**src/rtl/acp_map.svh**
```systemverilog
`ifndef ACP_MAP_SVH
`define ACP_MAP_SVH

// command codes
`define ACP_CMD_AUTOCLASS_CTRL   8'h50
`define ACP_CMD_CH1_AC_POWER     8'h51
`define ACP_CMD_CH2_AC_POWER     8'h52
`define ACP_CMD_CH3_AC_POWER     8'h53
`define ACP_CMD_CH4_AC_POWER     8'h54
`define ACP_CMD_FOLDBACK_SEL     8'h55

// field positions
`define ACP_CTRL_MAC_LSB         4
`define ACP_CTRL_AAC_LSB         0
`define ACP_FOLD_ALTFB_LSB       4
`define ACP_FOLD_ALTIR_LSB       0

// reset values
`define ACP_CTRL_RESET           8'h00
`define ACP_AC_POWER_RESET       7'h00
`define ACP_FOLD_RESET           8'h00
`define ACP_PCUT_RESET           9'h000
`define ACP_UNMAPPED_READ        8'h00
`define ACP_MAC_RESET            4'h0
`define ACP_AAC_RESET            4'h0

// margin range tops, in 0.5 W counts (inclusive, gaps go low)
`define ACP_TOP_18W5             8'h26
`define ACP_TOP_25W5             8'h34
`define ACP_TOP_36W5             8'h49
`define ACP_TOP_45W              8'h5a
`define ACP_TOP_51W5             8'h67
`define ACP_TOP_58W              8'h74
`define ACP_TOP_63W              8'h7e
`define ACP_TOP_68W              8'h88
`define ACP_TOP_73W              8'h92

// margins, in 0.5 W counts
`define ACP_MARGIN_0W5           5'h01
`define ACP_MARGIN_1W            5'h02
`define ACP_MARGIN_2W            5'h04
`define ACP_MARGIN_3W            5'h06
`define ACP_MARGIN_4W            5'h08
`define ACP_MARGIN_5W            5'h0a
`define ACP_MARGIN_6W            5'h0c
`define ACP_MARGIN_7W            5'h0e
`define ACP_MARGIN_8W            5'h10
`define ACP_MARGIN_9W            5'h12

`endif

```
**src/rtl/acp_pkg.sv**
```systemverilog
package acp_pkg;

  typedef struct packed {
    logic [3:0]      done;
    logic [3:0][6:0] count;
  } acp_meas_t;

  typedef struct packed {
    logic [3:0][3:0] aclass;
    logic [1:0]      single_sig;
    logic [3:0]      power_on;
  } acp_chan_t;

  typedef struct packed {
    logic [3:0][8:0] two_pair;
    logic [1:0][8:0] four_pair;
  } acp_pcut_t;

  typedef struct packed {
    logic [3:0][6:0] pac;
    logic [3:0]      mac;
    logic [3:0]      aac;
    logic [7:0]      fold;
    acp_pcut_t       pcut;
    logic [3:0]      pend;
    logic [3:0]      busy;
    logic [3:0]      start;
    logic [7:0]      rdata;
  } acp_state_t;

endpackage : acp_pkg

```
**src/rtl/acp_power_adjust.sv**
```systemverilog
`include "acp_map.svh"

module acp_power_adjust #(
  parameter logic [15:0][8:0] CLASS_LIMIT = {16{9'h1ff}}
) (
  // clock and reset
  input  wire logic                 clk_sys,
  input  wire logic                 resetn,
  input  wire logic                 ce,
  // command-code register port
  input  wire logic [7:0]           reg_cmd,
  input  wire logic                 reg_wr,
  input  wire logic                 reg_rd,
  input  wire logic [7:0]           reg_wdata,
  output logic      [7:0]           reg_rdata,
  // measurement engine
  input  wire acp_pkg::acp_meas_t   meas,
  output logic      [3:0]           meas_start,
  // channel status
  input  wire acp_pkg::acp_chan_t   chan,
  // host preset of power-cut limits
  input  wire logic [5:0]           pcut_set,
  input  wire logic [8:0]           pcut_value,
  // power-cut limits and foldback selects
  output acp_pkg::acp_pcut_t        pcut,
  output logic      [3:0]           alt_operational_foldback_en,
  output logic      [3:0]           alt_inrush_foldback_en
);
  import acp_pkg::*;

  acp_state_t q;
  acp_state_t d;

  // margin in 0.5 W counts for a power in 0.5 W counts
  function automatic logic [4:0] acp_margin(input logic [7:0] p);
    logic [4:0] m;
    m = `ACP_MARGIN_9W;
    // inclusive tops so a value in a gap lands on the lower row
    if (p <= `ACP_TOP_18W5) begin
      m = `ACP_MARGIN_0W5;
    end else if (p <= `ACP_TOP_25W5) begin
      m = `ACP_MARGIN_1W;
    end else if (p <= `ACP_TOP_36W5) begin
      m = `ACP_MARGIN_2W;
    end else if (p <= `ACP_TOP_45W) begin
      m = `ACP_MARGIN_3W;
    end else if (p <= `ACP_TOP_51W5) begin
      m = `ACP_MARGIN_4W;
    end else if (p <= `ACP_TOP_58W) begin
      m = `ACP_MARGIN_5W;
    end else if (p <= `ACP_TOP_63W) begin
      m = `ACP_MARGIN_6W;
    end else if (p <= `ACP_TOP_68W) begin
      m = `ACP_MARGIN_7W;
    end else if (p <= `ACP_TOP_73W) begin
      m = `ACP_MARGIN_8W;
    end
    return m;
  endfunction : acp_margin

  // measured power plus its margin
  function automatic logic [8:0] acp_with_margin(input logic [7:0] p);
    return {1'b0, p} + {4'h0, acp_margin(p)};
  endfunction : acp_with_margin

  // limit fits the channel's assigned class range
  function automatic logic acp_fits(input logic [8:0] v,
                                    input logic [3:0] cls);
    return v <= CLASS_LIMIT[cls];
  endfunction : acp_fits

  always_comb begin
    logic [7:0] sum;
    logic [8:0] tot;
    logic       ok;
    sum = 8'h00;
    tot = 9'h000;
    ok  = 1'b0;
    d   = q;
    d.start = 4'h0;

    // capture results, close the measurement and drop the request
    for (int i = 0; i < 4; i++) begin
      if (meas.done[i]) begin
        d.pac[i]  = meas.count[i];
        d.pend[i] = 1'b1;
        d.busy[i] = 1'b0;
        d.mac[i]  = 1'b0;
      end
    end

    // host presets of the limits; auto results below override them
    for (int i = 0; i < 4; i++) begin
      if (pcut_set[i]) begin
        d.pcut.two_pair[i] = pcut_value;
      end
    end
    for (int p = 0; p < 2; p++) begin
      if (pcut_set[4 + p]) begin
        d.pcut.four_pair[p] = pcut_value;
      end
    end

    // one cycle after the result lands the limit is already updated,
    // far inside the allowed settling window
    for (int p = 0; p < 2; p++) begin
      if (chan.single_sig[p]) begin
        if (q.pend[2 * p] || q.pend[2 * p + 1]) begin
          sum = {1'b0, q.pac[2 * p]} + {1'b0, q.pac[2 * p + 1]};
          tot = acp_with_margin(sum);
          // either enable of the pair is enough
          ok = q.aac[2 * p] || q.aac[2 * p + 1];
          if (ok && acp_fits(tot, chan.aclass[2 * p])) begin
            d.pcut.four_pair[p] = tot;
          end
          // two-pair limits are left as they were
        end
      end else begin
        for (int k = 0; k < 2; k++) begin
          if (q.pend[2 * p + k] && q.aac[2 * p + k]) begin
            tot = acp_with_margin({1'b0, q.pac[2 * p + k]});
            if (acp_fits(tot, chan.aclass[2 * p + k])) begin
              d.pcut.two_pair[2 * p + k] = tot;
            end
          end
        end
      end
    end
    d.pend = d.pend & ~q.pend;

    // launch requested measurements the cycle after the bit is seen
    for (int i = 0; i < 4; i++) begin
      // single-signature pair needs both request bits
      ok = !chan.single_sig[i / 2] || q.mac[i ^ 1];
      if (q.mac[i] && !q.busy[i] && ok && !meas.done[i]) begin
        d.start[i] = 1'b1;
        d.busy[i]  = 1'b1;
      end
    end

    // turn-on discards stale requests
    for (int i = 0; i < 4; i++) begin
      if (chan.power_on[i]) begin
        d.mac[i]   = 1'b0;
        d.busy[i]  = 1'b0;
        d.start[i] = 1'b0;
      end
    end

    // host writes; a host write in the same cycle as a hardware clear wins
    if (reg_wr) begin
      unique case (reg_cmd)
        `ACP_CMD_AUTOCLASS_CTRL: begin
          d.mac = reg_wdata[`ACP_CTRL_MAC_LSB +: 4];
          d.aac = reg_wdata[`ACP_CTRL_AAC_LSB +: 4];
        end
        `ACP_CMD_FOLDBACK_SEL: begin
          d.fold = reg_wdata;
        end
        default: begin
        end
      endcase
    end

    // read data is held until the next read
    if (reg_rd) begin
      unique case (reg_cmd)
        `ACP_CMD_AUTOCLASS_CTRL: d.rdata = {q.mac, q.aac};
        `ACP_CMD_CH1_AC_POWER:   d.rdata = {1'b0, q.pac[0]};
        `ACP_CMD_CH2_AC_POWER:   d.rdata = {1'b0, q.pac[1]};
        `ACP_CMD_CH3_AC_POWER:   d.rdata = {1'b0, q.pac[2]};
        `ACP_CMD_CH4_AC_POWER:   d.rdata = {1'b0, q.pac[3]};
        `ACP_CMD_FOLDBACK_SEL:   d.rdata = q.fold;
        default:                 d.rdata = `ACP_UNMAPPED_READ;
      endcase
    end
  end

  always_ff @(posedge clk_sys or negedge resetn) begin
    if (!resetn) begin
      q.pac                <= {4{`ACP_AC_POWER_RESET}};
      q.mac                <= `ACP_MAC_RESET;
      q.aac                <= `ACP_AAC_RESET;
      q.fold               <= `ACP_FOLD_RESET;
      q.pcut.two_pair      <= {4{`ACP_PCUT_RESET}};
      q.pcut.four_pair     <= {2{`ACP_PCUT_RESET}};
      q.pend               <= 4'h0;
      q.busy               <= 4'h0;
      q.start              <= 4'h0;
      q.rdata              <= `ACP_UNMAPPED_READ;
    end else if (ce) begin
      q <= d;
    end
  end

  assign reg_rdata  = q.rdata;
  assign meas_start = q.start;
  assign pcut       = q.pcut;
  // curve selects apply to the power-on that follows
  assign alt_operational_foldback_en =
    q.fold[`ACP_FOLD_ALTFB_LSB +: 4];
  assign alt_inrush_foldback_en =
    q.fold[`ACP_FOLD_ALTIR_LSB +: 4];

endmodule : acp_power_adjust

```
**config.mk**
```make
export PLATFORM = sky130hd
export DESIGN_NAME = acp_power_adjust
export DESIGN_NICKNAME = d
export VERILOG_FILES = /design/src/rtl/acp_pkg.sv /design/src/rtl/acp_power_adjust.sv
export VERILOG_INCLUDE_DIRS = /design/src /design/src/rtl
export SDC_FILE = /design/constraint.sdc
export NUM_CORES = 1
export LEC_CHECK = 0
export BUFFER_PORTS_ARGS = -buffer_cell sky130_fd_sc_hd__buf_4
export CELL_PAD_IN_SITES_DETAIL_PLACEMENT = 2
export CELL_PAD_IN_SITES_GLOBAL_PLACEMENT = 2
export CORE_ASPECT_RATIO = 0.9
export CORE_UTILIZATION = 31
export CTS_CLUSTER_DIAMETER = 120
export CTS_CLUSTER_SIZE = 30
export DETAILED_ROUTE_END_ITERATION = 16
export PLACE_DENSITY_LB_ADDON = 0.3
export SYNTH_ARGS = -nofsm -noshare
export SYNTH_HDL_FRONTEND = slang
export SYNTH_SLANG_ARGS = --single-unit
export TNS_END_PERCENT = 50
```
**constraint.sdc**
```tcl
create_clock -name clk_sys -period 4 [get_ports clk_sys]
set_input_delay 0.2 -clock clk_sys [delete_from_list [all_inputs] [get_ports clk_sys]]
set_output_delay 0.2 -clock clk_sys [all_outputs]
set_load 0.05 [all_outputs]
```
Word level (Yosys, flattened, before mapping):

Memory sizes are Yosys's and may differ from the RTL's.
Index checks and enable logic that the tools add are counted.

* register bits: 118
* memories kept: 4
* bits of input ports: 90
* bits in read-only memories: 576

Memory list
* (no name shown): words 16, width 9, rd ports 1, clocked after Yosys merged registers in 0, write ports 0, line acp_power_adjust.sv:69 `return v <= CLASS_LIMIT[cls];`
* (no name shown): words 16, width 9, rd ports 1, clocked after Yosys merged registers in 0, write ports 0, line acp_power_adjust.sv:69
* (no name shown): words 16, width 9, rd ports 1, clocked after Yosys merged registers in 0, write ports 0, line acp_power_adjust.sv:69
* (no name shown): words 16, width 9, rd ports 1, clocked after Yosys merged registers in 0, write ports 0, line acp_power_adjust.sv:69

* add/subtract/negate cells: 8
* bitwise logic cells: 2
* magnitude comparators: 64
* reduce and logical (&&, ||, !) cells: 51
* mux-type cells: 128
* eq/ne operators: 6

Operators with widths (number)
* two-way mux 5 bit: 60
* two-way mux 9 bit: 24
* less-or-equal comparator 7 bit, second input constant: 20
* less-or-equal comparator 8 x 7 -> 1 bit, second input constant: 10
* less-or-equal comparator 7 x 8 -> 1 bit, second input constant: 8
* less-or-equal comparator 7 x 6 -> 1 bit, second input constant: 8
* == test 8 x 7 -> 1 bit, second input constant: 6
* case mux 8 bit (6 select lines): 1
* less-or-equal comparator 8 x 9 -> 1 bit: 4
* two-way mux 18 bit: 2
* adder 7 x 5 -> 8 bit: 4
* less-or-equal comparator 8 x 6 -> 1 bit, second input constant: 4
* less-or-equal comparator 8 bit, second input constant: 4
* two-way mux 1 bit: 32
* less-than comparator 4 x 5 -> 1 bit, second input constant: 4
* adder 8 x 5 -> 9 bit: 2
* less-or-equal comparator 9 bit: 2
* logical AND 1 bit: 18
* AND reduction 2 bit: 9
* adder 7 x 7 -> 8 bit: 2
* two-way mux 16 bit: 1
* two-way mux 8 bit: 2
* two-way mux 2 bit: 6
* nonzero test 3 bit: 4
* 5 further kinds: 22

Longest topological paths before layout:

Gate-level depths: netlist (run 1).

* word-level depth: 19
* mapped depth: 18

Worst setup path before layout (run 1):

No wires, ideal clock.

* path type: flip-flop to flip-flop
* start point: reg q[90] in the netlist's numbering
* end point: reg pcut[8] (netlist name)
* period minus slack after synthesis: 3.861 ns
* setup slack: 0.139 ns
* arrival time: 3.779 ns
* required time: 3.918 ns
* stages on the path, launching flop included: 17
* path through: dfrtp_1 > ha_1 > fa_1 > a211oi_2 > nor2_1 > or2_2 > inv_1 > nor3_1 > a211oi_1 > o31ai_1 > fa_1 > nor2b_1 > o21ai_0 > a21boi_0 > o21ai_0 > or3_1 > a31oi_1

* longest elaborated chain between the ends: 19

RTL lines
* start, declared: line acp_power_adjust.sv:31 `acp_state_t q;`
* adder 7 x 7 -> 8 bit (*): line acp_power_adjust.sv:109 `sum = {1'b0, q.pac[2 * p]} + {1'b0, q.pac[2 * p + 1]};`
* less-or-equal comparator 8 bit (no line)
* two-way mux 2 bit: line acp_power_adjust.sv:55 `` end else if (p <= `ACP_TOP_73W) begin ``
* two-way mux 5 bit: line acp_power_adjust.sv:53 `` end else if (p <= `ACP_TOP_68W) begin ``
* two-way mux 5 bit: line acp_power_adjust.sv:51 `` end else if (p <= `ACP_TOP_63W) begin ``
* two-way mux 5 bit: line acp_power_adjust.sv:49 `` end else if (p <= `ACP_TOP_58W) begin ``
* two-way mux 5 bit: line acp_power_adjust.sv:47 `` end else if (p <= `ACP_TOP_51W5) begin ``
* two-way mux 5 bit: line acp_power_adjust.sv:45 `` end else if (p <= `ACP_TOP_45W) begin ``
* (+3 left out)
* two-way mux 5 bit: line acp_power_adjust.sv:108 `if (q.pend[2 * p] || q.pend[2 * p + 1]) begin`
* two-way mux 5 bit: line acp_power_adjust.sv:107 `if (chan.single_sig[p]) begin`
* adder 8 x 5 -> 9 bit (*): line acp_power_adjust.sv:63 `return {1'b0, p} + {4'h0, acp_margin(p)};`
* less-or-equal comparator 9 bit: line acp_power_adjust.sv:69
* logical AND 1 bit: line acp_power_adjust.sv:113 `if (ok && acp_fits(tot, chan.aclass[2 * p])) begin`
* two-way mux 9 bit (*): line acp_power_adjust.sv:113
* two-way mux 9 bit (*): line acp_power_adjust.sv:108
* two-way mux 9 bit (*): line acp_power_adjust.sv:107

Mark *: on every way between the ends. The rest lies on a longest branch, timed or not. The select of a mux whose other input is x is not followed.
A chain may end at the register's enable or synchronous reset.

Final worst setup path (run 1):

* start point: reg q[97] in the netlist's numbering
* end point: reg pcut[7] (netlist name)

* longest elaborated chain between the ends: 19

RTL lines (line)
* adder 7 x 7 -> 8 bit (*): acp_power_adjust.sv:109
* less-or-equal comparator 8 bit (no line)
* two-way mux 2 bit: acp_power_adjust.sv:55
* two-way mux 5 bit: acp_power_adjust.sv:53
* two-way mux 5 bit: acp_power_adjust.sv:51
* two-way mux 5 bit: acp_power_adjust.sv:49
* two-way mux 5 bit: acp_power_adjust.sv:47
* two-way mux 5 bit: acp_power_adjust.sv:45
* (+3 left out)
* two-way mux 5 bit: acp_power_adjust.sv:108
* two-way mux 5 bit: acp_power_adjust.sv:107
* adder 8 x 5 -> 9 bit (*): acp_power_adjust.sv:63
* less-or-equal comparator 9 bit: acp_power_adjust.sv:69
* logical AND 1 bit: acp_power_adjust.sv:113
* two-way mux 9 bit (*): acp_power_adjust.sv:113
* two-way mux 9 bit (*): acp_power_adjust.sv:108
* two-way mux 9 bit (*): acp_power_adjust.sv:107

Marked as above.

==> reports/summary.md, run 1 <==
The run finished, with violations left. The final reports fail on negative setup slack. Global-route wire length before repair: 52640 um. Summed over all failing endpoints, the final setup total negative slack is -107.2 ps.

Number of global-route vias before repair: 8793. For this run, the detailed router's first-pass iteration total came to 4. The synthesized netlist occupies a cell area of 8613 um2. Of all flip-flops after synthesis, the portion carrying an async set or reset was 100.0%.

The die is 177.7 um wide. The worst setup path is launched from a register. The critical path data arrival time is 4380 ps, and the total global routing track utilization is 24.46%. Of all cell types, the one taking the most synthesized area is sky130_fd_sc_hd__dfrtp_1. The count of nets left with antenna violations once routing finished came out at 0. In this design, the largest share of critical-path delay is due to compound AO/OA/AOI/OAI gates. The finished cells cover 11080 um2.

The via density per instance was 5.511. The tools report the relative contribution of combinational cells to total power as 53.4%. The setup path with the least slack is of type reg -> reg.

The average instance in the mapped netlist occupies 8.916 um2. VDD sags by at most 315.8 uV. Summing all placed instances gives a cell area of 9861 um2. Along the worst path, the maximum fanout reaches 3. Total half-perimeter wirelength after legalization and detailed placement: 24780 um. In this run the clock root is driven by a sky130_fd_sc_hd__clkbuf_16. For the filler cell count in the final layout, the log shows 2957. For this run, the slowest stage of the critical path takes 440 ps. The worst path needs 4099 ps of the cycle, external delays included.

The worst pin sits at a relative slew slack of 39.95%. The number of endpoints with negative hold slack in the final report is 0, and the pin count of the biggest net entering global routing is 78. On the critical path, the stage with the largest delay is an instance of sky130_fd_sc_hd__fa_2. The starting density of the core is 31.70%.

The global routing stage identified its most utilized layer as met2. Global routing used 31.47% of the available met1 tracks. The net switching power of the design was 0.002876 W; the power density over the cells was 615.3 nW/um2.

Setup violations remaining at the end of the flow were counted as 2. TritonCTS built the clock tree. The most frequently used flop master after synthesis is sky130_fd_sc_hd__dfrtp_1. The post-route netlist has 31.53% of its cells at a drive strength greater than 1.

At the pin with the least slew margin, the transition time is 897.5 ps. The buffer and inverter count on the worst path was 1; the total length of routed wires was 35010 um. The layout overhead on the synthesized area came out at 28.65%. Sum of internal, switching and leakage power: 0.006818 W. Number of enable flip-flop cells after synthesis: 0. The routability congestion estimate is 0.8344.

In this run the static leakage power is 4.895 nW. Clock tree synthesis found a total of 118 sinks. For this design the top-level I/O count stands at 164. The starting DRC count in detailed routing is 367. The count of synthesis-stage warnings from yosys is 0. Number of inserted diodes: 0. The worst setup path is captured at a register.

The tools report the worst setup skew after layout as 9.671 ps. The critical path goes through ha_2, fa_2, a211o_1, buf_4, a211oi_1, nor3_1, o32ai_1, a31oi_2, o31a_1, ha_1, a21oi_2, o211ai_1, a21oi_2, nor3_1, xnor2_1, a31oi_1. Global routing finished with a remaining overflow of 0.

In this run the deepest clock path goes through 2 buffers. Sorting the synthesized cells by area gives the leading types as sky130_fd_sc_hd__dfrtp_1, sky130_fd_sc_hd__buf_4, sky130_fd_sc_hd__ha_1. The die outline height was 160.1 um; the synthesis-stage register bit count was 118.

Clock-pin slew was measured on the worst setup and hold paths at 60 ps. The logs give 0 for the max-cap violation count and 966 for the post-synthesis instance total. The final worst setup slack came out at -99.30 ps. For the post-layout net count, the log shows 1252.

The highest attainable clock frequency is 243.9 MHz. The min-delay analysis places its worst path in the category in -> reg. The number of antenna violations at the first check in global routing is 0, and the core utilization of the finished layout is 40.78%.

For flop-to-flop paths, the worst setup slack is -100 ps. For the number of max-slew violations in the final report, the log shows 0. The insertion delay of the later-clocked pin in the worst-skew pair came out at 440 ps. When the netlist entered floorplanning its net count stood at 1105.

Setup repair after global routing could not meet its margin everywhere. For this run, design rule violations remaining after detail routing come to 0. For this run, global-route usage on met2 was measured as 41.65%.

Of the synthesized area, sequential elements account for 34.28%. The via total after detailed routing was 8156; the core region area was 27170 um2. Global routing used 3.619% of the available met3 tracks.

In the final layout, the multi-input gates occupy 5051 um2. The proportion of power drawn by the clock network was 25.8%; the required arrival time at the worst endpoint was 4290 ps. The tools report the internal power contribution as 0.003942 W. The share of the clock period used by the worst path came out at 102.5%. Timing analysis after detailed placement gives a worst setup slack of -209.2 ps. Net switching is 42.18% of the power. In the final routed layout, each cell accounts on average for 23.66 um.

The die covers 28460 um2. Counting distinct cell types in the post-synthesis netlist gives 69. Registers take 2954 um2. The run gives 57 as the number of placement rows. Sequential cells account for 20.9% of the total power. The H-tree generated during clock tree synthesis spans 4 levels. The count of input and output buffers was 147; the total CTS buffers was 17.

In this run the biggest area consumer among cell types represents 34.28% of the synthesized area.
cell usage after synthesis, types with 4 or more instances:
cell and count:
sky130_fd_sc_hd__a211o_1 4, sky130_fd_sc_hd__a21o_1 13, sky130_fd_sc_hd__dfrtp_1 118, sky130_fd_sc_hd__o21a_1 11, sky130_fd_sc_hd__buf_1 6, sky130_fd_sc_hd__o211ai_1 7
sky130_fd_sc_hd__o2bb2ai_1 6, sky130_fd_sc_hd__a221oi_1 8, sky130_fd_sc_hd__or2_2 10, sky130_fd_sc_hd__nor2b_1 17, sky130_fd_sc_hd__a22oi_1 11, sky130_fd_sc_hd__buf_4 75
sky130_fd_sc_hd__a22o_1 7, sky130_fd_sc_hd__fa_1 8, sky130_fd_sc_hd__or3_1 8, sky130_fd_sc_hd__o31ai_1 8, sky130_fd_sc_hd__a211oi_1 8, sky130_fd_sc_hd__nor2_1 92
sky130_fd_sc_hd__nand2_1 60, sky130_fd_sc_hd__buf_2 6, sky130_fd_sc_hd__and3_1 8, sky130_fd_sc_hd__a21oi_1 70, sky130_fd_sc_hd__o22ai_1 52, sky130_fd_sc_hd__nor4_1 5
sky130_fd_sc_hd__nand3_1 15, sky130_fd_sc_hd__nand4b_1 6, sky130_fd_sc_hd__ha_1 41, sky130_fd_sc_hd__xnor2_1 20, sky130_fd_sc_hd__xor2_1 12, sky130_fd_sc_hd__mux2_2 44
sky130_fd_sc_hd__nand2b_1 4, sky130_fd_sc_hd__o21ai_0 60, sky130_fd_sc_hd__mux2i_1 12, sky130_fd_sc_hd__a31oi_1 11, sky130_fd_sc_hd__nor3_1 9, sky130_fd_sc_hd__clkbuf_1 15
sky130_fd_sc_hd__inv_1 45
state kept, by name, indices dropped and copies added, names as in the netlist:
| name | flops |
|---|---|
| pcut | 54 |
| q | 44 |
| reg_rdata | 8 |
| alt_inrush_foldback_en | 4 |
| alt_operational_foldback_en | 4 |
| meas_start | 4 |
kinds of logic after synthesis:
family          after synthesis  share of synthesized area [%]
xor+xnor                     32                          3.254
flops                       118                          34.28
fa+ha+maj                    49                          7.815
mux                          56                          7.147
buf+inv                     149                          9.849
compound gates              307                          23.21
simple gates                255                          14.44
stage by stage:
step / std cells / hold WS (ps)
6_report: 1480 / 6.428
5_1_grt: 1480 / 5.940
4_1_cts: 1473 / 0.9818
3_5_place_dp: 1413 / 256.3
3_3_place_gp: 1413 / 249.6
2_1_floorplan: 966 / -95.59
final timing paths:
| path | end | cells past startpoint | startpoint |
|---|---|---|---|
| setup / recovery | pcut[7] | 16 | q[97] |
| hold / removal | q[98] | 2 | meas[8] |
| setup reg to reg | pcut[7] | 16 | q[97] |
| hold reg to reg | reg_rdata[7] | 2 | reg_rdata[7] |
| max in group asynchronous | q[94] | 3 | resetn |
| min in group asynchronous | pcut[52] | 2 | resetn |
metal layers:
layer  vias to the layer above  wire length [um]  share of wire (%)
li1                       3747                 -                  -
met1                      4188             15610                 45
met2                       162             17490                 50
met3                        59              1006                2.9
met4                         0               913                2.6
met5                         -                 0                  0
area by class of cell:
cell class / count / area share [%]
clock buffers: 17 / 3.839
inverters: 47 / 1.637
flip-flops and latches: 118 / 26.66
clock inverters: 15 / 2.044
repair buffers: 230 / 16.24
well taps: 354 / 3.997
multi-input cells: 699 / 45.58
power by group through the flow:
stage	Sequential [W]	Combinational (W)	Clock, W
global route	0.00144	0.00388	0.00183
floorplan	0.00142	0.00214	0
CTS	0.00142	0.00331	0.00179
finish	0.00142	0.00364	0.00176
global placement	0.00143	0.00301	0
detailed placement	0.00144	0.00310	0
cell usage in the layout (no fill, tap or decap), types with 15 or more instances in the layout:
master	netlist	routed
sky130_fd_sc_hd__nand3_1	15	15
sky130_fd_sc_hd__nand2_1	60	60
sky130_fd_sc_hd__clkbuf_16	0	17
sky130_fd_sc_hd__dlygate4sd3_1	0	24
sky130_fd_sc_hd__nor2_1	92	89
sky130_fd_sc_hd__o21ai_0	60	57
sky130_fd_sc_hd__a21oi_1	70	64
sky130_fd_sc_hd__inv_1	45	43
sky130_fd_sc_hd__nor2b_1	17	16
sky130_fd_sc_hd__o22ai_1	52	52
sky130_fd_sc_hd__dfrtp_1	118	117
sky130_fd_sc_hd__mux2_2	44	44
sky130_fd_sc_hd__xnor2_1	20	19
sky130_fd_sc_hd__buf_4	75	205
sky130_fd_sc_hd__ha_1	41	34
what timing repair did:
| item | in CTS | in global routing |
|---|---|---|
| pin swaps | 13 | 26 |
| endpoints found under the setup margin | 8 | 10 |
| resized for setup | 21 | 40 |
| hold buffers | 24 | 0 |
| setup buffers | 4 | 7 |
| endpoints found under the hold margin | 65 | 0 |
Power figures use the tool's default switching activity.
==> run 2: changes to the inputs <==
--- a/config.mk
+++ b/config.mk
@@ -14,6 +14,7 @@
 export CTS_CLUSTER_DIAMETER = 120
 export CTS_CLUSTER_SIZE = 30
 export DETAILED_ROUTE_END_ITERATION = 16
+export HOLD_SLACK_MARGIN = 0.15
 export PLACE_DENSITY_LB_ADDON = 0.3
 export SYNTH_ARGS = -nofsm -noshare
 export SYNTH_HDL_FRONTEND = slang
==> run 2 against run 1 <==
Against the previous run: the flow still finishes with violations (negative setup slack); global-route usage up 0.82 points; utilization up 1.3 points; via count up 2.2%; critical endpoint unchanged; largest cell class unchanged.
==> reports/summary.md, run 2 (synthesis gave the netlist of run 1 again) <==
The first global-routing pass estimated 54440 um of wire. The final reports fail on negative setup slack. The logs give 43.96% for the met2 usage in global routing and 24780 um for the total half-perimeter wirelength after legalization and detailed placement. Walking the worst path, the cells encountered are ha_2, fa_2, a211o_1, buf_4, a211oi_1, nor3_1, o32ai_1, a31oi_2, o31a_1, ha_1, a21oi_2, o211ai_1, a21oi_2, nor3_1, xnor2_1, a31oi_1.

For the maximum ir drop on the vdd rail, the log shows 314.4 uV. In this run the critical register-to-register path is captured at pcut[7]. The layer with the highest usage was met2. The post-layout minimum cycle time is 4044 ps. The final critical path takes up 101.1% of the cycle. The die is 177.7 um wide. Setup violations remaining at the end of the flow were counted as 2.

Before CTS, the worst setup slack after placement is -209.2 ps. The required arrival time at the worst endpoint is 4280 ps, and the number of global-route vias before repair is 9051. The tools report the number of max-slew violations in the final report as 0.

The detail route stage leaves a number of antenna-violating nets equal to 0. The tools report the detailed-routing iteration count for the pre-antenna-repair pass as 4. After detailed routing, the number of remaining DRC violations is 0. For the filler cell count in the final layout, the log shows 2921.

Grouping stages by cell kind, the critical path spends the most delay in compound AO/OA/AOI/OAI gates. Via total after detailed routing: 8336. The max-cap violation count was 0. The die covers 28460 um2. For the starting density of the core, the log shows 31.70%. The worst hold path was traced through 4 stages.

The tightest slew margin relative to the limit is 38.00%. The area growth from synthesis to layout is 32.68%. After detailed routing, the total wire length is 36110 um. The leakage power figure was 5.042 nW; the critical path data arrival time was 4330 ps. The clock input transition at the sequential cells of the worst setup and hold paths works out to 60 ps. The insertion delay of the later-clocked pin in the worst-skew pair was 440 ps. The tools report the number of clock sinks as 118.

The library cells used most frequently in the layout, excluding fill and tap cells, are sky130_fd_sc_hd__buf_4, sky130_fd_sc_hd__dfrtp_1, sky130_fd_sc_hd__nor2_1. Using the TritonRoute via totals, the vias-per-cell ratio works out to 5.517. STA classifies the critical path startpoint as a register.

The H-tree generated during clock tree synthesis spans 4 levels. The worst setup path is of the reg -> reg kind. The logs give 380 for the starting DRC count in detailed routing and 32.09% for the met1 usage in global routing. In the final layout, the share of cells above drive strength 1 is 30.94%. Buffer and inverter count on the worst path: 1. The worst setup path is captured at a register.

TritonCTS built the clock tree. For this run the aggregate overflow at the end of global routing stands at 0. The final worst setup slack is -44.13 ps, and the maximum fanout encountered on the critical timing path is 3.

For met3 alone, demand over resource in global routing was 3.548%. The run gives 151.7 ps as the worst hold-check slack. The startpoint identified for the worst register-to-register timing path is q[97]. In this run the core area contains 57 standard-cell rows. For this run, the share of the core covered by cells in the final layout is 42.06%.

The most flop-heavy register is pcut. Dividing total power by cell area gives a power density of 604.3 nW/um2. The cell at the root of the clock tree was sky130_fd_sc_hd__clkbuf_16.

The logs give 0 for the number of endpoints with negative hold slack in the final report and -40 ps for the reg-to-reg setup timing slack. The logs give 0 for the number of antenna violations at the first check in global routing and 1283 for the post-layout net count. Leaving out filler cells and counting taps, the final layout contains 1511. Entering global routing, the biggest net connects 78 pins. After floorplanning, the core was sized to cover 27170 um2. For the worst flop-to-flop path, the logic depth is 16. The startpoint identified for the worst hold timing path is pcut_set[5]. For the final database, setup skew stands at 8.993 ps.

For the pin with the worst max-slew slack, the measured transition is 926.6 ps. The number of inserted diodes was 0. For the sum of internal, switching and leakage power, the log shows 0.006906 W.

In this run the tool buffered the top-level ports with 147 buffer cells. After detailed placement, the design holds a cell count of 1413. The die outline height works out to 160.1 um. Timing would allow up to 247.3 MHz. The total global routing track utilization was 25.29%.

For the total CTS buffers, the log shows 17. The commonest non-fill, non-tap cell in the layout was sky130_fd_sc_hd__buf_4. Dividing the detail-routed wire length by the instance count gives 23.89 um. Setup repair after global routing could not meet its margin everywhere. The flow ran to the end, but the final reports show violations. The path with the worst hold slack has its endpoint at pcut[17]. For this design, the slowest cell found on the critical path is sky130_fd_sc_hd__fa_2. For this design the top-level I/O count stands at 164.

At the end of routability-driven placement, the weighted congestion stood at 0.8344. Flip-flop count of the largest register after layout: 54. The clock passes through at most 2 buffers. The path class of the tightest hold or removal check is in -> reg.

The largest single stage delay on the critical path is 440 ps.
[run 2: changes by cell type in the layout (fill, tap and decap cells not counted), sizes merged]
| cell | before | now |
|---|---|---|
| dlygate4sd3 | 24 | 54 |
| buf | 206 | 207 |
[run 2: tightest hold or removal path: cells and delay by family]
family / cells / cell delay [ps]
buffers and inverters: 1 / 100
AND/OR/NAND/NOR: 1 / 90
AO/OA/AOI/OAI: 2 / 160
[run 2: worst max-delay path by stage]
stage | from | endpoint | cells past startpoint | slack [ps]
final | q[97] | pcut[7] | 16 | -40
after detailed placement | q[90] | pcut[6] | 19 | -210
after floorplan | q[90] | pcut[8] | 16 | 140
after global placement | q[90] | pcut[6] | 19 | -20
after CTS | q[90] | pcut[6] | 19 | -30
after global routing | q[97] | pcut[7] | 16 | -160
[run 2: metal layers]
| layer | vias to the layer above | wire length, um | share of wire (%) |
|---|---|---|---|
| met5 | - | 0 | 0 |
| met4 | 0 | 799 | 2.2 |
| met3 | 47 | 1033 | 2.9 |
| met2 | 177 | 18520 | 51 |
| met1 | 4304 | 15750 | 44 |
| li1 | 3808 | - | - |
[run 2: final cells by class]
| cell class | count | area (um2) | share of cell area [%] |
|---|---|---|---|
| inverter | 47 | 181.4 | 1.587 |
| clock inverter | 15 | 226.5 | 1.982 |
| clock buffer | 17 | 425.4 | 3.722 |
| timing repair buffer | 261 | 2107 | 18.44 |
| multi-input combinational | 699 | 5092 | 44.56 |
| sequential | 118 | 2953 | 25.84 |
| tap | 354 | 442.9 | 3.876 |
[run 2: stage by stage]
| stage | setup TNS, ps | instance area (um2) |
|---|---|---|
| 4_1_cts | -62.59 | 11150 |
| 6_report | -58.81 | 11430 |
| 5_1_grt | -432.2 | 11430 |
| 3_3_place_gp | -23.99 | 9861 |
| 2_1_floorplan | 0 | 8613 |
| 3_5_place_dp | -753.3 | 9861 |
[run 2: timing repair]
action,4_1_cts,5_1_grt
gates resized for setup,21,44
setup buffers,4,8
endpoints found under the setup margin,8,10
hold endpoints to repair,96,0
hold buffers,54,0
pin swaps,13,30
[run 2: power breakdown]
| group | total [W] | leakage, nW | internal [W] | switching, W |
|---|---|---|---|---|
| Clock | 0.00176 | 0.310 | 0.00111 | 0.000654 |
| Combinational | 0.00372 | 3.30 | 0.00157 | 0.00215 |
| Sequential | 0.00142 | 1.43 | 0.00132 | 0.000107 |
